`src/nfc_pkg.sv`:
```
// constants, codes and state types for the flash command sequencer host
package nfc_pkg;
  // flash command bytes
  localparam logic [7:0] CMD_READ1      = 8'h00;
  localparam logic [7:0] CMD_READ2      = 8'h30;
  localparam logic [7:0] CMD_COL_OUT    = 8'h05;
  localparam logic [7:0] CMD_CACHE      = 8'h31;
  localparam logic [7:0] CMD_CACHE_LAST = 8'h3F;
  localparam logic [7:0] CMD_DIN        = 8'h80;
  localparam logic [7:0] CMD_PROG       = 8'h10;
  localparam logic [7:0] CMD_CACHE_PROG = 8'h15;
  localparam logic [7:0] CMD_COPY_RD    = 8'h3A;
  localparam logic [7:0] CMD_COPY       = 8'h8C;
  localparam logic [7:0] CMD_ERASE      = 8'h60;
  localparam logic [7:0] CMD_ID         = 8'h90;
  localparam logic [7:0] CMD_STATUS     = 8'h70;
  localparam logic [7:0] CMD_RESET      = 8'hFF;

  // register word addresses
  localparam logic [2:0] REG_CTRL = 3'h0;
  localparam logic [2:0] REG_ADDR = 3'h1;
  localparam logic [2:0] REG_DATA = 3'h2;
  localparam logic [2:0] REG_STAT = 3'h3;
  localparam logic [2:0] REG_WP   = 3'h4;

  // control word fields
  localparam int CTRL_CMD1_LSB  = 0;
  localparam int CTRL_CMD2_LSB  = 8;
  localparam int CTRL_NADDR_LSB = 16;
  localparam int CTRL_HAS2_BIT  = 19;
  localparam int CTRL_WAIT_BIT  = 20;
  localparam int CTRL_FIRST_LSB = 21;
  localparam logic [31:0] CTRL_RESET = 32'h0000_0000;

  // status byte bits as the flash reports them
  localparam int SB_CUR_FAIL  = 0;
  localparam int SB_PREV_FAIL = 1;
  localparam int SB_PB_READY  = 5;
  localparam int SB_DC_READY  = 6;
  localparam int SB_UNPROT    = 7;

  // pin cycle kinds
  localparam logic [1:0] K_CMD  = 2'h0;
  localparam logic [1:0] K_ADDR = 2'h1;
  localparam logic [1:0] K_DIN  = 2'h2;
  localparam logic [1:0] K_DOUT = 2'h3;

  // timing
  localparam int CLK_NS      = 10;
  localparam int T_STROBE_NS = 25;
  localparam int T_WB_NS     = 100;
  localparam logic [1:0] STROBE_CYC =
    2'((T_STROBE_NS + CLK_NS - 1) / CLK_NS);
  localparam logic [3:0] WB_CYC = 4'((T_WB_NS + CLK_NS - 1) / CLK_NS);

  typedef enum logic [3:0] {
    PH_IDLE = 4'h1,
    PH_SET  = 4'h2,
    PH_LOW  = 4'h4,
    PH_HIGH = 4'h8
  } nfc_ph_e;

  typedef enum logic [8:0] {
    ST_IDLE   = 9'h001,
    ST_CMD1   = 9'h002,
    ST_ADDR   = 9'h004,
    ST_CMD2   = 9'h008,
    ST_WBUSY  = 9'h010,
    ST_WREADY = 9'h020,
    ST_DWR    = 9'h040,
    ST_DRD    = 9'h080,
    ST_ACK    = 9'h100
  } nfc_st_e;
endpackage : nfc_pkg

```
`src/nfc_pin_cycle.sv`:
```
// one strobed byte cycle on the flash pins: command, address, data in/out
`timescale 1ns/1ps
`default_nettype none
module nfc_pin_cycle (
  input  wire logic       sys_clk,
  input  wire logic       resetn,
  input  wire logic       go,
  input  wire logic [1:0] kind,
  input  wire logic [7:0] wbyte,
  input  wire logic [7:0] io_in,
  output logic            cle,
  output logic            ale,
  output logic            we_n,
  output logic            output_strobe_n,
  output logic [7:0]      io_out,
  output logic            io_oe,
  output logic [7:0]      rbyte,
  output logic            done
);
  typedef struct packed {
    nfc_pkg::nfc_ph_e ph;
    logic [1:0]       cnt;
    logic [1:0]       kind;
    logic             cle;
    logic             ale;
    logic             we_n;
    logic             re_n;
    logic [7:0]       io_out;
    logic             io_oe;
    logic [7:0]       rbyte;
    logic             done;
  } nfc_pc_s;

  nfc_pc_s s_r, s_nxt;

  // setup, strobe low, hold; each phase lasts the strobe count
  always_comb begin
    s_nxt = s_r;
    s_nxt.done = 1'b0;
    case (s_r.ph)
      nfc_pkg::PH_IDLE: begin
        if (go) begin
          s_nxt.kind   = kind;
          s_nxt.cle    = (kind == nfc_pkg::K_CMD);
          s_nxt.ale    = (kind == nfc_pkg::K_ADDR);
          s_nxt.io_oe  = (kind != nfc_pkg::K_DOUT);
          s_nxt.io_out = wbyte;
          s_nxt.cnt    = nfc_pkg::STROBE_CYC - 2'd1;
          s_nxt.ph     = nfc_pkg::PH_SET;
        end
      end
      nfc_pkg::PH_SET: begin
        if (s_r.cnt == 2'd0) begin
          if (s_r.kind == nfc_pkg::K_DOUT) begin
            s_nxt.re_n = 1'b0; // one falling edge per byte
          end else begin
            s_nxt.we_n = 1'b0;
          end
          s_nxt.cnt = nfc_pkg::STROBE_CYC - 2'd1;
          s_nxt.ph  = nfc_pkg::PH_LOW;
        end else begin
          s_nxt.cnt = s_r.cnt - 2'd1;
        end
      end
      nfc_pkg::PH_LOW: begin
        if (s_r.cnt == 2'd0) begin
          if (s_r.kind == nfc_pkg::K_DOUT) begin
            s_nxt.rbyte = io_in; // byte of this falling strobe
          end
          s_nxt.we_n = 1'b1;
          s_nxt.re_n = 1'b1;
          s_nxt.cnt  = nfc_pkg::STROBE_CYC - 2'd1;
          s_nxt.ph   = nfc_pkg::PH_HIGH;
        end else begin
          s_nxt.cnt = s_r.cnt - 2'd1;
        end
      end
      nfc_pkg::PH_HIGH: begin
        if (s_r.cnt == 2'd0) begin
          s_nxt.cle   = 1'b0;
          s_nxt.ale   = 1'b0;
          s_nxt.io_oe = 1'b0;
          s_nxt.done  = 1'b1;
          s_nxt.ph    = nfc_pkg::PH_IDLE;
        end else begin
          s_nxt.cnt = s_r.cnt - 2'd1;
        end
      end
      default: s_nxt.ph = nfc_pkg::PH_IDLE;
    endcase
  end

  // state register
  always_ff @(posedge sys_clk or negedge resetn) begin
    if (!resetn) begin
      s_r <= '{ph: nfc_pkg::PH_IDLE, we_n: 1'b1, re_n: 1'b1, default: '0};
    end else begin
      s_r <= s_nxt;
    end
  end

  assign cle             = s_r.cle;
  assign ale             = s_r.ale;
  assign we_n            = s_r.we_n;
  assign output_strobe_n = s_r.re_n;
  assign io_out          = s_r.io_out;
  assign io_oe           = s_r.io_oe;
  assign rbyte           = s_r.rbyte;
  assign done            = s_r.done;

  // read strobe low exactly three cycles, then high again
  property p_re_width;
    @(posedge sys_clk) disable iff (!resetn)
      $fell(s_r.re_n) |-> !s_r.re_n [*3] ##1 s_r.re_n;
  endproperty
  a_re_width: assert property (p_re_width)
    else $error("read strobe width wrong");

  // never both strobes low
  property p_one_strobe;
    @(posedge sys_clk) disable iff (!resetn)
      !(!s_r.we_n && !s_r.re_n);
  endproperty
  a_one_strobe: assert property (p_one_strobe)
    else $error("both strobes low");

  // latch enables exclusive and the bus driven while writing
  property p_latch_excl;
    @(posedge sys_clk) disable iff (!resetn)
      $fell(s_r.we_n) |-> !(s_r.cle && s_r.ale) && s_r.io_oe;
  endproperty
  a_latch_excl: assert property (p_latch_excl)
    else $error("bad latch enables on write strobe");
endmodule : nfc_pin_cycle
`default_nettype wire

```
`src/nfc_host.sv`:
```
// host sequencer: Avalon-MM registers driving a byte-wide flash port
`timescale 1ns/1ps
`default_nettype none
module nfc_host (
  input  wire logic        sys_clk,
  input  wire logic        resetn,
  input  wire logic [2:0]  avs_address,
  input  wire logic        avs_read,
  input  wire logic        avs_write,
  input  wire logic [31:0] avs_writedata,
  output logic [31:0]      avs_readdata,
  output logic             avs_waitrequest,
  output logic             ce_n,
  output logic             cle,
  output logic             ale,
  output logic             we_n,
  output logic             output_strobe_n,
  output logic             wp_n,
  output logic [7:0]       io_out,
  output logic             io_oe,
  input  wire logic [7:0]  io_in,
  input  wire logic        busy_indicator
);
  typedef struct packed {
    nfc_pkg::nfc_st_e st;
    logic             issued;
    logic             go;
    logic [1:0]       kind;
    logic [7:0]       wbyte;
    logic [31:0]      ctrl;
    logic [31:0]      addr;
    logic [1:0]       aidx;
    logic [2:0]       acnt;
    logic [3:0]       wcnt;
    logic             refused;
    logic             read_ok;
    logic             copy_ok;
    logic             wp_en;
    logic [7:0]       sbyte;
    logic [7:0]       id3;
    logic [1:0]       rd_mode;
    logic [2:0]       rd_idx;
    logic [31:0]      rdata;
    logic             wreq;
    logic             ce_n;
    logic             wp_n;
  } nfc_host_s;

  nfc_host_s s_r, s_nxt;
  logic [7:0] cmd1, cmd2, w_cmd1, e_rbyte;
  logic [2:0] naddr;
  logic       has2, wt, e_done, legal;
  logic [31:0] stat;

  // fields of the stored and incoming control words
  assign cmd1   = s_r.ctrl[nfc_pkg::CTRL_CMD1_LSB +: 8];
  assign cmd2   = s_r.ctrl[nfc_pkg::CTRL_CMD2_LSB +: 8];
  assign naddr  = s_r.ctrl[nfc_pkg::CTRL_NADDR_LSB +: 3];
  assign has2   = s_r.ctrl[nfc_pkg::CTRL_HAS2_BIT];
  assign wt     = s_r.ctrl[nfc_pkg::CTRL_WAIT_BIT];
  assign w_cmd1 = avs_writedata[nfc_pkg::CTRL_CMD1_LSB +: 8];

  // start checks: busy gate, cache read and copy ordering
  assign legal = (busy_indicator || w_cmd1 == nfc_pkg::CMD_STATUS ||
                  w_cmd1 == nfc_pkg::CMD_RESET) &&
                 !(w_cmd1 == nfc_pkg::CMD_CACHE && !s_r.read_ok) &&
                 !(w_cmd1 == nfc_pkg::CMD_COPY && !s_r.copy_ok);

  // status word with decoded pass/fail validity and id fields
  assign stat = {8'h00, s_r.sbyte, 2'b00, s_r.copy_ok, s_r.read_ok,
                 s_r.id3[3:2], s_r.id3[1:0],
                 !s_r.sbyte[nfc_pkg::SB_UNPROT],
                 s_r.sbyte[nfc_pkg::SB_DC_READY],
                 s_r.sbyte[nfc_pkg::SB_DC_READY] &
                   s_r.sbyte[nfc_pkg::SB_PREV_FAIL],
                 s_r.sbyte[nfc_pkg::SB_PB_READY],
                 s_r.sbyte[nfc_pkg::SB_PB_READY] &
                   s_r.sbyte[nfc_pkg::SB_CUR_FAIL],
                 s_r.refused, busy_indicator, 1'b0};

  // step after command or address bytes
  function automatic nfc_pkg::nfc_st_e after_bytes(
    input logic [2:0] na, input logic h2, input logic w, input logic adone);
    if (!adone && na != 3'd0) begin
      after_bytes = nfc_pkg::ST_ADDR;
    end else if (h2) begin
      after_bytes = nfc_pkg::ST_CMD2;
    end else if (w) begin
      after_bytes = nfc_pkg::ST_WBUSY;
    end else begin
      after_bytes = nfc_pkg::ST_ACK;
    end
  endfunction : after_bytes

  // sequencer and register slave
  always_comb begin
    s_nxt = s_r;
    s_nxt.go = 1'b0;
    s_nxt.ce_n = 1'b0;
    case (s_r.st)
      nfc_pkg::ST_IDLE: begin
        if (avs_write || avs_read) begin
          s_nxt.st = nfc_pkg::ST_ACK;
          s_nxt.rdata = 32'h0000_0000;
          case (avs_address)
            nfc_pkg::REG_CTRL: begin
              if (avs_read) begin
                s_nxt.rdata = s_r.ctrl;
              end else if (legal) begin
                s_nxt.ctrl = avs_writedata;
                s_nxt.refused = 1'b0;
                s_nxt.wcnt = nfc_pkg::WB_CYC;
                s_nxt.st = nfc_pkg::ST_CMD1;
              end else begin
                s_nxt.refused = 1'b1;
              end
            end
            nfc_pkg::REG_ADDR: begin
              if (avs_write) s_nxt.addr = avs_writedata;
              s_nxt.rdata = s_r.addr;
            end
            nfc_pkg::REG_DATA: begin
              s_nxt.kind = avs_write ? nfc_pkg::K_DIN : nfc_pkg::K_DOUT;
              s_nxt.wbyte = avs_writedata[7:0];
              s_nxt.st = avs_write ? nfc_pkg::ST_DWR : nfc_pkg::ST_DRD;
            end
            nfc_pkg::REG_STAT: s_nxt.rdata = stat;
            nfc_pkg::REG_WP: begin
              if (avs_write) s_nxt.wp_en = avs_writedata[0];
              s_nxt.rdata = {31'h0000_0000, s_r.wp_en};
            end
            default: s_nxt.rdata = 32'h0000_0000;
          endcase
        end
      end
      nfc_pkg::ST_CMD1: begin
        if (!s_r.issued) begin
          s_nxt.issued = 1'b1;
          s_nxt.go = 1'b1;
          s_nxt.kind = nfc_pkg::K_CMD;
          s_nxt.wbyte = cmd1;
        end else if (e_done) begin
          s_nxt.issued = 1'b0;
          s_nxt.rd_idx = 3'd0;
          s_nxt.rd_mode = (cmd1 == nfc_pkg::CMD_STATUS) ? 2'd1 :
                          (cmd1 == nfc_pkg::CMD_ID) ? 2'd2 : 2'd0;
          // cached read survives only its own follow-ups
          if (cmd1 != nfc_pkg::CMD_CACHE && cmd1 != nfc_pkg::CMD_STATUS &&
              cmd1 != nfc_pkg::CMD_COL_OUT) s_nxt.read_ok = 1'b0;
          // copy series broken by reset, erase, data load and id commands
          if (cmd1 == nfc_pkg::CMD_RESET || cmd1 == nfc_pkg::CMD_ERASE ||
              cmd1 == nfc_pkg::CMD_DIN || cmd1 == nfc_pkg::CMD_ID)
            s_nxt.copy_ok = 1'b0;
          s_nxt.aidx = s_r.ctrl[nfc_pkg::CTRL_FIRST_LSB +: 2];
          s_nxt.acnt = naddr;
          s_nxt.st = after_bytes(naddr, has2, wt, 1'b0);
        end
      end
      nfc_pkg::ST_ADDR: begin
        if (!s_r.issued) begin
          s_nxt.issued = 1'b1;
          s_nxt.go = 1'b1;
          s_nxt.kind = nfc_pkg::K_ADDR;
          s_nxt.wbyte = s_r.addr[{s_r.aidx, 3'b000} +: 8];
        end else if (e_done) begin
          s_nxt.issued = 1'b0;
          s_nxt.aidx = s_r.aidx + 2'd1;
          s_nxt.acnt = s_r.acnt - 3'd1;
          if (s_r.acnt == 3'd1) begin
            s_nxt.st = after_bytes(naddr, has2, wt, 1'b1);
          end
        end
      end
      nfc_pkg::ST_CMD2: begin
        if (!s_r.issued) begin
          s_nxt.issued = 1'b1;
          s_nxt.go = 1'b1;
          s_nxt.kind = nfc_pkg::K_CMD;
          s_nxt.wbyte = cmd2;
        end else if (e_done) begin
          s_nxt.issued = 1'b0;
          if (cmd1 == nfc_pkg::CMD_READ1 && cmd2 == nfc_pkg::CMD_READ2)
            s_nxt.read_ok = 1'b1;
          if (cmd1 == nfc_pkg::CMD_READ1 && cmd2 == nfc_pkg::CMD_COPY_RD)
            s_nxt.copy_ok = 1'b1;
          if (cmd1 == nfc_pkg::CMD_COPY && cmd2 == nfc_pkg::CMD_PROG)
            s_nxt.copy_ok = 1'b0;
          s_nxt.st = wt ? nfc_pkg::ST_WBUSY : nfc_pkg::ST_ACK;
        end
      end
      nfc_pkg::ST_WBUSY: begin
        s_nxt.wcnt = s_r.wcnt - 4'd1;
        if (s_r.wcnt == 4'd0) s_nxt.st = nfc_pkg::ST_WREADY;
      end
      nfc_pkg::ST_WREADY: begin
        if (busy_indicator) s_nxt.st = nfc_pkg::ST_ACK;
      end
      nfc_pkg::ST_DWR, nfc_pkg::ST_DRD: begin
        if (!s_r.issued) begin
          s_nxt.issued = 1'b1;
          s_nxt.go = 1'b1;
        end else if (e_done) begin
          s_nxt.issued = 1'b0;
          s_nxt.st = nfc_pkg::ST_ACK;
          if (s_r.st == nfc_pkg::ST_DRD) begin
            s_nxt.rdata = {24'h00_0000, e_rbyte};
            s_nxt.rd_idx = s_r.rd_idx + 3'd1;
            if (s_r.rd_mode == 2'd1) s_nxt.sbyte = e_rbyte;
            if (s_r.rd_mode == 2'd2 && s_r.rd_idx == 3'd2)
              s_nxt.id3 = e_rbyte;
          end
        end
      end
      nfc_pkg::ST_ACK: s_nxt.st = nfc_pkg::ST_IDLE;
      default: s_nxt.st = nfc_pkg::ST_IDLE;
    endcase
    s_nxt.wreq = (s_nxt.st != nfc_pkg::ST_ACK);
    s_nxt.wp_n = s_nxt.wp_en || s_nxt.copy_ok;
  end

  // state register
  always_ff @(posedge sys_clk or negedge resetn) begin
    if (!resetn) begin
      s_r <= '{st: nfc_pkg::ST_IDLE, ctrl: nfc_pkg::CTRL_RESET,
               wreq: 1'b1, ce_n: 1'b1, default: '0};
    end else begin
      s_r <= s_nxt;
    end
  end

  nfc_pin_cycle u_pin (
    .sys_clk         (sys_clk),
    .resetn          (resetn),
    .go              (s_r.go),
    .kind            (s_r.kind),
    .wbyte           (s_r.wbyte),
    .io_in           (io_in),
    .cle             (cle),
    .ale             (ale),
    .we_n            (we_n),
    .output_strobe_n (output_strobe_n),
    .io_out          (io_out),
    .io_oe           (io_oe),
    .rbyte           (e_rbyte),
    .done            (e_done)
  );

  assign avs_readdata    = s_r.rdata;
  assign avs_waitrequest = s_r.wreq;
  assign ce_n            = s_r.ce_n;
  assign wp_n            = s_r.wp_n;

  // a command sequence starts only if ready or status/reset
  property p_busy_gate;
    @(posedge sys_clk) disable iff (!resetn)
      $rose(s_r.st == nfc_pkg::ST_CMD1) |->
        $past(busy_indicator) || cmd1 == nfc_pkg::CMD_STATUS ||
        cmd1 == nfc_pkg::CMD_RESET;
  endproperty
  a_busy_gate: assert property (p_busy_gate)
    else $error("command started while busy");

  // cache read starts only after a finished normal read
  property p_cache_order;
    @(posedge sys_clk) disable iff (!resetn)
      $rose(s_r.st == nfc_pkg::ST_CMD1) && cmd1 == nfc_pkg::CMD_CACHE
        |-> $past(s_r.read_ok);
  endproperty
  a_cache_order: assert property (p_cache_order)
    else $error("cache read without prior read");

  // write protect released throughout copy series
  property p_copy_wp;
    @(posedge sys_clk) disable iff (!resetn)
      s_r.copy_ok |-> s_r.wp_n;
  endproperty
  a_copy_wp: assert property (p_copy_wp)
    else $error("write protect active during copy");

  // second command follows address or first command directly
  property p_cmd2_direct;
    @(posedge sys_clk) disable iff (!resetn)
      $rose(s_r.st == nfc_pkg::ST_CMD2) |->
        $past(s_r.st == nfc_pkg::ST_ADDR) || $past(s_r.st == nfc_pkg::ST_CMD1);
  endproperty
  a_cmd2_direct: assert property (p_cmd2_direct)
    else $error("second command not direct");

  // wait holds while busy pin is low
  property p_hold_busy;
    @(posedge sys_clk) disable iff (!resetn)
      s_r.st == nfc_pkg::ST_WREADY && !busy_indicator
        |=> s_r.st == nfc_pkg::ST_WREADY;
  endproperty
  a_hold_busy: assert property (p_hold_busy)
    else $error("left busy wait early");

  // completion answered only after ready seen
  property p_ready_done;
    @(posedge sys_clk) disable iff (!resetn)
      s_r.st == nfc_pkg::ST_ACK && $past(s_r.st == nfc_pkg::ST_WREADY)
        |-> $past(busy_indicator) && !s_r.wreq;
  endproperty
  a_ready_done: assert property (p_ready_done)
    else $error("answered before ready");

  // answer lasts exactly one cycle
  property p_ack_pulse;
    @(posedge sys_clk) disable iff (!resetn)
      !s_r.wreq |=> s_r.wreq ##1 (s_r.wreq || s_r.st == nfc_pkg::ST_ACK);
  endproperty
  a_ack_pulse: assert property (p_ack_pulse)
    else $error("waitrequest low too long");
endmodule : nfc_host
`default_nettype wire

```
`config.mk`:
```
export PLATFORM = sky130hd
export DESIGN_NAME = nfc_host
export DESIGN_NICKNAME = d
export VERILOG_FILES = /design/src/nfc_pkg.sv /design/src/nfc_pin_cycle.sv /design/src/nfc_host.sv
export SDC_FILE = /design/constraint.sdc
export NUM_CORES = 1
export LEC_CHECK = 0
export BUFFER_PORTS_ARGS = -buffer_cell sky130_fd_sc_hd__buf_2
export CAP_MARGIN = 20
export CORE_MARGIN = 2
export CORE_UTILIZATION = 25
export CTS_CLUSTER_DIAMETER = 120
export DETAILED_ROUTE_END_ITERATION = 6
export GPL_TIMING_DRIVEN = 0
export PLACE_DENSITY = 0.47
export SLEW_MARGIN = 10
export SYNTH_ARGS = -nofsm -noshare
export SYNTH_HDL_FRONTEND = slang
export SYNTH_HIERARCHICAL = 1
export SYNTH_SLANG_ARGS = --single-unit
```
`constraint.sdc`:
```
create_clock -name sys_clk -period 3 [get_ports sys_clk]
set_input_delay 0.15 -clock sys_clk [delete_from_list [all_inputs] [get_ports sys_clk]]
set_output_delay 0.15 -clock sys_clk [all_outputs]
set_load 0.005 [all_outputs]
```
After elaboration in Yosys (flattened, before gate mapping)
Cells that the tools add are included.
W data, S select, Z words.

operators by class
  add/subtract/negate cells = 5
  eq/ne operators = 66
  shift operators = 1
  mux-type cells = 95
  bitwise operators = 3
  reduce and logical (&&, ||, !) cells = 59

operators by type and width
  kind                  count
  $mux W32              7
  $pmux W32 S4          1
  $mux W9               13
  $mux W35              3
  $mux W74              1
  $pmux W32 S2          1
  $pmux W9 S7           1
  $mux W10              6
  $eq A8 B8 Y1 const B  6
  $pmux W10 S4          1
  $mux W5               7
  $ne A2 B2 Y1 const B  17
  $mux W11              3
  $shiftx A32 B6 Y8     1
  $reduce_and A5 Y1     6
  $eq A8 B6 Y1 const B  3
  $eq A8 B7 Y1 const B  3
  $mux W1               22
  $mux W2               11
  $ne A2 B1 Y1 const B  10
  $reduce_and A4 Y1     5
  $pmux W9 S2           1
  $mux W4               4
  $pmux W4 S4           1
  other kinds (53)      95

word-level totals
  bits in registers = 180
  output and inout bits = 48
  logic and storage cells = 262

Logic depth before layout (Yosys ltp)
Gate-level depths: netlist of run 1.

  depth after elaboration = 11
  depth in mapped cells = 8

Hierarchy
The synthesis of run 1 kept the hierarchy.

modules (own cells, without submodules)
  module         times used  cells each  area an instance (um^2)  seq. area each (um^2)
  nfc_host       1           666         7782.5                   3757.4
  nfc_pin_cycle  1           124         1519.0                   754.5

Least setup slack after synthesis of run 1
Ideal clock, no wire load.

  path type = register to register
  from = reg s_r[150] (netlist bit)
  to = reg s_r (netlist bit cmd2[7])
  setup time = 125 ps
  data arrival time = 1979 ps
  required time = 2875 ps
  slack = 896 ps
  stages on the path, launching flop included = 9
  cells stage by stage = dfrtp_1 nor4_2 buf_2 o2111ai_1 nor2_1 and3_1 buf_6 buf_6 mux2_2

on the way
  cells in the longest elaborated chain, start to end = 2

ends and longest elaborated chain
  element                      RTL line         source
  from (decl)                  nfc_host.sv:49   nfc_host_s s_r, s_nxt;
  from (signal assigned)       nfc_host.sv:224  s_r <= '{st: nfc_pkg::ST_IDLE, ctrl: nfc_pkg::CTRL_RESET,
  from (signal assigned)       nfc_host.sv:227  s_r <= s_nxt;
  $eq A9 B1 Y1                 nfc_host.sv:100  case (s_r.st)
  $reduce_and A5 Y1 (no line)  --

Every way passes these cells.
A chain may end at the register's enable or synchronous reset.

Worst setup path in the final report of run 1
  from = reg s_r[150] (netlist bit)
  to = reg s_r[129] (netlist bit)

Same word-level chain as after synthesis.

==> reports/qor.yml, run 1 <==
die:
  ios: 96
  chipWidth_um: 197
  die_h_um: 197
  coreArea_um2: 36600
  rows: 70
  start_util_pct: 25.4
  die_area_um2: 38800
run:
  max_cap_violations: 0
cts:
  worstSkewPairLatency_ns: 0.46
  cts.sinks: 180
  cts_buffers: 17
  cts_tree: "built"
  ctsRootBufferMaster: "clkbuf_16"
  cts.hold.buffers_added: 32
  cts_max_level: 4
  clk_pin_slew_ns: 0.08
  cts-resized-gates: 0
  cts_setup_buffers: 0
  clk_path_buf_depth: 2
worst_setup_path:
  criticalPathCategory: "flip-flop to flip-flop"
  crit_chain: "nor4_2, buf_2, o2111ai_1, nor2_1, and3_1, buf_6, buf_6, mux2_1"
  cp_slowest_stage_delay_ns: 0.43
  crit_arrival_ns: 2.97
  cp_max_fo: 10
  critPathLaunchType: "flip-flop"
  critPathMostFrequentCell: "buf_6"
  slowest_stage: "dfrtp_1"
  cp.required_ns: 3.33
  worstSetupEndpointType: "flip-flop"
finish:
  design_area_um2: 11300
  finalNonFillerCells: 1419
  fin_util_pct: 30.9
  nets: 994
  drive_above_1_share_pct: 36.6
  layout-area-overhead-vs-synth_pct: 21.7
  diodes: 0
timing:
  hold_violations: 0
  rsz0062_at_grt: "false"
  maxSlewHeadroom_pct: 46.2
  clock_skew_ns: 0.0249
  layout_min_cycle_time_ns: 2.64
  worstMarginPinSlew_ns: 0.799
  min_period_over_period_pct: 87.8
  setup-violations-final: 0
  max_freq_mhz: 379
  slew_viol_final: 0
synthesis:
  async_flop_share_pct: 100
  syn_nets: 846
  avgSynthCellArea_um2: 11.8
  yosysWarnings: 6
  ys_seq_area_share_pct: 48.5
  synth_top_flop_cell: "dfrtp_1"
  synth_seq_cells: 180
  syn_inst: 790
  synthDistinctLibCells: 80
  syn_area_um2: 9300
  synth_edf_count: 0
routing:
  antenna_left: 0
  post_drt_wl_per_cell_um: 19.3
  dr.pass1.iters: 7
  drt-initial-drc-count: 653
  vias_per_cell: 4.78
  drc: 2
  vias: 6780
  wl_um: 27400
pwr:
  power_switching_mw: 2.74
  internal_power_mw: 5.38
  leakagePower_nw: 5.17
  swShare_pct: 33.8
  p_clk_share_pct: 27.3
  seqPwrFrac_pct: 46.1
  power_mw: 8.12
  vdd_drop_max_v: 0.000381
  p_comb_share_pct: 26.6
  p_per_area_nw_per_um2: 717
place:
  placed_cells: 1354
  hpwl_um: 20400
  portBuffers: 94
  gp_congestion: 0.833
  dpl_cell_area_um2: 10400
global_route:
  grt_pass1_vias: 6965
  grt_start_max_net_pins: 101
  grt_pass1_wl_um: 43000
  antenna_found_initial: 0
  globalRouteOverflowTotal: 0
  grt_util_all_layers_pct: 14.7
outcome:
  violations: "DRC"
  status: "finished, violations left"
min_path:
  min_path_type: "input pin to flip-flop"
## state kept, by name (all words and copies together), names as in the netlist
name                   cells
has2                       1
cmd1                       8
u_pin/io_out               8
u_pin/rbyte                8
u_pin/s_r                  8
avs_readdata              32
u_pin/cle                  1
ce_n                       1
avs_waitrequest            1
u_pin/ale                  1
u_pin/output_strobe_n      1
naddr                      3
u_pin/io_oe                1
s_r                       95
cmd2                       8
u_pin/done                 1
u_pin/we_n                 1
wp_n                       1
## logic make-up (layout without fill, tap and decap cells)
logic type,Yosys count,count (layout),share of synthesized area (%)
flops,180,180,48.5
simple gates,208,208,12.5
compound gates,135,135,11.4
other cells,1,1,0.0403
buf+inv,116,277,7.67
fa+ha+maj,8,8,1.08
mux,138,138,18.5
xor+xnor,4,4,0.377
## per-layer routing
layer | track usage (%) | wire length, um | vias up
li1 | - | - | 3178
met3 | 2.86 | 1310 | 24
met5 | 0 | 0 | -
met4 | 3.54 | 391 | 0
met2 | 23.1 | 12500 | 183
met1 | 20.9 | 13200 | 3395
## critical path, delay by kind of cell (launching register included)
kind | cells | cell delay, ns
mux | 1 | 0.34
flops | 1 | 0.43
simple gates | 3 | 0.82
buf+inv | 3 | 0.65
compound gates | 1 | 0.27
## final cells by class
class | instances | area, um2
Timing Repair Buffer | 129 | 866
Clock inverter | 14 | 134
Inverter | 21 | 78.8
Clock buffer | 18 | 429
Sequential cell | 180 | 4510
Buffer | 95 | 634
Fill cell | 3741 | 25300
Tap cell | 468 | 586
Multi-Input combinational cell | 494 | 4080
## cells in the mapped netlist (3+ instances only)
| library cell | instances | area [um2] |
|---|---|---|
| buf_6 | 9 | 101 |
| mux4_2 | 8 | 180 |
| a22oi_1 | 11 | 82.6 |
| nor2_1 | 62 | 233 |
| nor4_1 | 9 | 56.3 |
| or4_1 | 4 | 30.0 |
| nand3_1 | 16 | 80.1 |
| a2bb2oi_1 | 7 | 61.3 |
| buf_2 | 17 | 85.1 |
| inv_1 | 20 | 75.1 |
| mux2_1 | 18 | 203 |
| nand2_1 | 33 | 124 |
| o21ai_0 | 18 | 90.1 |
| mux2_2 | 91 | 1020 |
| o31ai_1 | 3 | 22.5 |
| a31oi_1 | 4 | 25.0 |
| a222oi_1 | 19 | 190 |
| mux2_4 | 20 | 300 |
| nand2b_1 | 4 | 25.0 |
| nand4_1 | 8 | 50.1 |
| dfstp_2 | 6 | 158 |
| buf_4 | 50 | 375 |
| dfrtp_1 | 174 | 4350 |
| or3_1 | 3 | 18.8 |
| a221o_1 | 10 | 100 |
| nor3_1 | 15 | 75.1 |
| xnor2_1 | 4 | 35.0 |
| and3b_1 | 3 | 26.3 |
| a22o_1 | 10 | 87.6 |
| nor2b_1 | 14 | 87.6 |
| ha_1 | 8 | 100 |
| nand3b_1 | 4 | 30.0 |
| a21oi_1 | 26 | 130 |
| nor3b_1 | 10 | 75.1 |
| clkbuf_1 | 18 | 67.6 |
## path summary, 6_finish.rpt
kind	from	to	slack, ns	cells past startpoint
worst min register to register	u_pin/we_n	u_pin/we_n	0.48	2
worst min-delay path	avs_write	s_r[151]	0.03	2
worst max-delay path	s_r[150]	s_r[129]	0.36	8
max in group asynchronous	resetn	ce_n	1.87	4
min in group asynchronous	resetn	u_pin/s_r[29]	0.31	3
worst max register to register	s_r[150]	s_r[129]	0.36	8
## power by group through the flow
stage	Clock [mW]	Sequential, mW	Combinational, mW
after global routing	2.39	3.83	2.38
after floorplan	0	3.49	1.53
after CTS	2.28	3.73	2.19
after global placement	0	3.77	2.11
after detailed placement	0	3.78	2.15
final	2.22	3.74	2.16
## metrics by stage
step / hold WS, ns / worst slack (ns) / TNS (ns)
floorplan: -0.146 / 0.896 / 0
global placement: 0.383 / -1.43 / -247.21
detailed placement: 0.231 / 0.355 / 0
CTS: 0.00172 / 0.339 / 0
global route: 0.0194 / 0.144 / 0
finish: 0.0296 / 0.365 / 0
## cell usage in the layout (no fill, tap or decap), types with 14 or more instances in the layout
| cell type | n |
|---|---|
| dlygate4sd3_1 | 33 |
| nand2_1 | 33 |
| dfrtp_1 | 174 |
| nor2_1 | 62 |
| inv_1 | 20 |
| mux2_2 | 91 |
| nor2b_1 | 14 |
| a222oi_1 | 19 |
| buf_2 | 110 |
| clkbuf_1 | 19 |
| o21ai_0 | 18 |
| mux2_1 | 18 |
| mux2_4 | 20 |
| buf_4 | 50 |
| nand3_1 | 16 |
| clkbuf_16 | 17 |
| nor3_1 | 15 |
| a21oi_1 | 26 |
(Power assumes the default switching activity.)
==> run 2: changes to the inputs <==
--- a/config.mk
+++ b/config.mk
@@ -7,7 +7,6 @@
 export LEC_CHECK = 0
 export BUFFER_PORTS_ARGS = -buffer_cell sky130_fd_sc_hd__buf_2
 export CAP_MARGIN = 20
-export CORE_MARGIN = 2
 export CORE_UTILIZATION = 25
 export CTS_CLUSTER_DIAMETER = 120
 export DETAILED_ROUTE_END_ITERATION = 6
==> run 2 against run 1 <==
Against the previous run: the run now ends clean; worst hold slack gained 0.018 ns; cell area hardly changed; largest cell class unchanged; total power up 0.46%; global-route usage grew 0.15 points; sequential share of layout area barely moved; clock power barely moved; utilization about the same; clock-buffer cell count is the same; routed wire length down 1.3%; worst setup slack gained 0.0059 ns; die area decreased by 2.0%; maximum frequency grew 0.22%.
==> reports/qor.yml, run 2 (synthesis gave the netlist of run 1 again) <==
finish:
  finalNonFillerCells: 1420
  fin_util_pct: 30.9
  design_area_um2: 11300
  regMostFlops: "s_r"
  drive_above_1_share_pct: 36.5
  nets: 994
  fillers: 3809
  largest_reg_flops: 95
  final_cell_mix: "dfrtp_1, buf_2, mux2_2"
  layout-area-overhead-vs-synth_pct: 21.8
  mostFrequentLayoutCell: "dfrtp_1"
cts:
  cts.sinks: 180
  cts_buffers: 17
  clk_pin_slew_ns: 0.08
  clk_path_buf_depth: 2
  cts_setup_buffers: 0
  worstSkewPairLatency_ns: 0.45
  cts.hold.buffers_added: 33
  cts_tree: "built"
  ctsRootBufferMaster: "clkbuf_16"
  cts-resized-gates: 0
  cts_max_level: 4
routing:
  drt-initial-drc-count: 467
  vias: 6699
  vias_per_cell: 4.72
  dr.pass1.iters: 7
  post_drt_wl_per_cell_um: 19.0
  antenna_left: 0
  drc: 0
  wl_um: 27000
place:
  post-place-ws_ns: 0.385
  dpl_cell_area_um2: 10400
  placed_cells: 1353
  gp_congestion: 0.834
  hpwl_um: 20200
  portBuffers: 94
run:
  max_cap_violations: 0
pwr:
  p_comb_share_pct: 26.5
  p_per_area_nw_per_um2: 720
  seqPwrFrac_pct: 45.9
  leakagePower_nw: 5.17
  internal_power_mw: 5.39
  vdd_drop_max_v: 0.000406
  p_clk_share_pct: 27.6
  power_switching_mw: 2.76
  swShare_pct: 33.9
  power_mw: 8.16
worst_setup_path:
  worstSetupEndpointType: "flip-flop"
  cp.required_ns: 3.33
  criticalPathCategory: "flip-flop to flip-flop"
  critPathLaunchType: "flip-flop"
  cp_slowest_stage_delay_ns: 0.50
  crit_family: "simple AND/OR/NAND/NOR gates"
  crit_chain: "nor4_2, buf_2, o2111ai_1, nor2_1, nand3_1, mux2_2"
  path_buf_inv: 1
  crit_arrival_ns: 2.96
  slowest_stage: "nand3_1"
  cp_max_fo: 10
die:
  ios: 96
  rows: 70
  chipWidth_um: 195
  coreArea_um2: 36600
  die_h_um: 195
  die_area_um2: 38000
  start_util_pct: 25.4
min_path:
  min_path_type: "input pin to flip-flop"
global_route:
  globalRouteOverflowTotal: 0
  grt_start_max_net_pins: 95
  grt_pass1_wl_um: 42700
  antenna_found_initial: 1
  grt_util_all_layers_pct: 14.9
  grt_pass1_vias: 6915
timing:
  max_freq_mhz: 380
  setup_ws_ns: 0.371
  finalSetupTns_ns: 0
  min_period_over_period_pct: 87.6
  rsz0062_at_grt: "false"
  clock_skew_ns: 0.0136
  setup-violations-final: 0
  maxSlewHeadroom_pct: 46.3
  slew_viol_final: 0
  worstMarginPinSlew_ns: 0.797
  hold_violations: 0
  whs_ns: 0.0479
  layout_min_cycle_time_ns: 2.63
outcome:
  status: "complete, no violations"
run 2: cell types whose count changed in the layout (fill, tap and decap cells not counted), sizes merged:
cell | previous run | this run
clkinv | 4 | 6
clkinvlp | 1 | 0
inv | 30 | 29
diode | 0 | 1
dlygate4sd3 | 33 | 34
buf | 172 | 171
run 2: power by group through the flow:
| stage | Clock [mW] | Combinational (mW) | Sequential, mW |
|---|---|---|---|
| after floorplan | 0 | 1.53 | 3.49 |
| after global placement | 0 | 2.11 | 3.77 |
| after detailed placement | 0 | 2.14 | 3.78 |
| after CTS | 2.34 | 2.19 | 3.73 |
| after global routing | 2.42 | 2.38 | 3.84 |
| final | 2.25 | 2.16 | 3.74 |
run 2: per-layer routing:
layer  wire [um]  GRT usage, %  part of all wire [%]
met1       13000          21.0                    48
met5           0             0                     0
met2       12300          22.6                    45
met4         530          4.72                   2.0
met3        1210          3.11                   4.5
run 2: path summary, 6_finish.rpt:
check                           depth (start not counted)       endpoint  slack (ns)        startpoint
worst min-delay path                                    2        cmd1[2]        0.05  avs_writedata[2]
max in group asynchronous                               3       s_r[131]        1.76            resetn
min in group asynchronous                               2  u_pin/s_r[29]        0.31            resetn
worst max register to register                          6        cmd1[0]        0.37          s_r[150]
worst min register to register                          2     u_pin/we_n        0.48        u_pin/we_n
worst max-delay path                                    6        cmd1[0]        0.37          s_r[150]
run 2: worst reg2reg max path: cells and delay by family, from the launching register on:
kind,cells,cell delay (ns)
buffers and inverters,1,0.27
AOI/OAI and AO/OA,1,0.27
and+or+nand+nor,3,1.08
DFF,1,0.43
muxes,1,0.47
run 2: layout make-up:
| class | count | area (um2) | area share, % |
|---|---|---|---|
| flip-flops and latches | 180 | 4510 | 39.8 |
| multi-input cells | 494 | 4080 | 36.0 |
| repair buffers | 129 | 848 | 7.49 |
| plain buffers | 95 | 634 | 5.60 |
| well taps | 468 | 586 | 5.17 |
| clock buffers | 18 | 429 | 3.79 |
| clock inverters | 14 | 158 | 1.39 |
| inverters | 21 | 78.8 | 0.696 |
| diodes | 1 | 2.50 | 0.0221 |
==> run 3: changes to the inputs <==
--- a/config.mk
+++ b/config.mk
@@ -7,11 +7,11 @@
 export LEC_CHECK = 0
 export BUFFER_PORTS_ARGS = -buffer_cell sky130_fd_sc_hd__buf_2
 export CAP_MARGIN = 20
-export CORE_UTILIZATION = 25
+export CORE_UTILIZATION = 59
 export CTS_CLUSTER_DIAMETER = 120
 export DETAILED_ROUTE_END_ITERATION = 6
 export GPL_TIMING_DRIVEN = 0
-export PLACE_DENSITY = 0.47
+export PLACE_DENSITY = 0.87
 export SLEW_MARGIN = 10
 export SYNTH_ARGS = -nofsm -noshare
 export SYNTH_HDL_FRONTEND = slang
==> run 3 against run 2 <==
Against the previous run: the flow now finishes with violations (DRC); clock power shrank 5%; routed wire length shrank 11%; critical path type unchanged; maximum frequency grew 2.2%; cell area shrank 3.2%; sequential power is essentially flat; non-clock buffer count shrank 1.
==> reports/qor.yml, run 3 (synthesis gave the netlist of run 1 again) <==
worst_setup_path:
  criticalPathCategory: "flip-flop to flip-flop"
  cp.required_ns: 3.31
  crit_family: "simple AND/OR/NAND/NOR gates"
  worstSetupEndpointType: "flip-flop"
  critPathMostFrequentCell: "buf_6"
  cp_max_fo: 10
  slowest_stage: "dfrtp_1"
  path_buf_inv: 3
  crit_chain: "nor4_2, buf_2, o2111ai_1, nor2_1, and3_1, buf_6, buf_6, mux2_1"
  critPathLaunchType: "flip-flop"
  cp_slowest_stage_delay_ns: 0.44
  crit_arrival_ns: 2.89
cts:
  cts_max_level: 4
  worstSkewPairLatency_ns: 0.44
  cts.hold.buffers_added: 33
  cts.sinks: 180
  ctsRootBufferMaster: "clkbuf_16"
  cts_setup_buffers: 0
  cts_buffers: 17
  clk_path_buf_depth: 2
  clk_pin_slew_ns: 0.07
  cts_tree: "built"
  cts-resized-gates: 0
global_route:
  grt_util_all_layers_pct: 31.4
  grt_pass1_vias: 7153
  globalRouteOverflowTotal: 0
  grt_start_max_net_pins: 115
  antenna_found_initial: 0
  grt_pass1_wl_um: 38300
place:
  hpwl_um: 16800
  gp_congestion: 0.957
  placed_cells: 1096
  dpl_cell_area_um2: 10100
  portBuffers: 94
  post-place-ws_ns: 0.499
timing:
  finalSetupTns_ns: 0
  max_freq_mhz: 389
  worstMarginPinSlew_ns: 0.962
  layout_min_cycle_time_ns: 2.57
  min_period_over_period_pct: 85.7
  clock_skew_ns: 0.0105
  setup_ws_ns: 0.428
  maxSlewHeadroom_pct: 35.3
  slew_viol_final: 0
  hold_violations: 0
  setup-violations-final: 0
  rsz0062_at_grt: "false"
die:
  start_util_pct: 60.7
  ios: 96
  die_h_um: 128
  rows: 45
  chipWidth_um: 128
  die_area_um2: 16300
  coreArea_um2: 15300
pwr:
  seqPwrFrac_pct: 46.6
  power_switching_mw: 2.62
  p_comb_share_pct: 26.9
  p_clk_share_pct: 26.6
  vdd_drop_max_v: 0.000563
  leakagePower_nw: 5.15
  internal_power_mw: 5.43
  swShare_pct: 32.6
  power_mw: 8.05
  p_per_area_nw_per_um2: 734
routing:
  vias_per_cell: 6.10
  dr.pass1.iters: 7
  wl_um: 24100
  vias: 7084
  drc: 27
  post_drt_wl_per_cell_um: 20.8
  drt-initial-drc-count: 793
  antenna_left: 0
finish:
  regMostFlops: "s_r"
  fillers: 1056
  largest_reg_flops: 95
  final_cell_mix: "dfrtp_1, buf_2, mux2_2"
  diodes: 0
  layout-area-overhead-vs-synth_pct: 17.8
  design_area_um2: 11000
  finalNonFillerCells: 1161
  nets: 993
  mostFrequentLayoutCell: "dfrtp_1"
  drive_above_1_share_pct: 36.5
run:
  max_cap_violations: 0
outcome:
  violations: "DRC"
  status: "finished, violations left"
min_path:
  min_path_type: "input pin to flip-flop"
## run 3: final timing paths
check | start | end | slack, ns | depth (start not counted)
max | s_r[150] | cmd2[0] | 0.43 | 8
max reg2reg | s_r[150] | cmd2[0] | 0.43 | 8
min in group asynchronous | resetn | u_pin/s_r[27] | 0.25 | 2
min | busy_indicator | s_r[150] | 0.04 | 2
min reg2reg | u_pin/we_n | u_pin/we_n | 0.48 | 2
max in group asynchronous | resetn | s_r[93] | 1.82 | 3
## run 3: metrics by stage
stage	utilization, %	hold slack (ns)
floorplan	-	-0.146
global placement	65.5	0.383
detailed placement	65.8	0.130
CTS	71.6	0.0212
global route	71.6	0.0260
finish	71.6	0.0430
## run 3: cell type report
| type | count | area, um2 | share of cell area (%) |
|---|---|---|---|
| buffer | 95 | 634 | 5.79 |
| clock buffer | 18 | 429 | 3.92 |
| clock inverter | 14 | 128 | 1.16 |
| inverter | 21 | 78.8 | 0.719 |
| multi-input combinational | 494 | 4080 | 37.2 |
| sequential | 180 | 4510 | 41.2 |
| tap | 211 | 264 | 2.41 |
| timing repair buffer | 128 | 838 | 7.65 |
## run 3: metal layers
metal,track usage [%],wire length [um]
met2,50.9,11800
met1,39.7,9460
met5,0,0
met3,7.33,2050
met4,15.3,830
## run 3: power groups by stage
stage	registers (mW)	logic [mW]	clock network, mW
4_1_cts	3.71	2.14	2.15
2_1_floorplan	3.49	1.53	0
5_1_grt	3.81	2.34	2.24
6_report	3.75	2.16	2.14
3_3_place_gp	3.71	2.00	0
3_5_place_dp	3.75	2.08	0
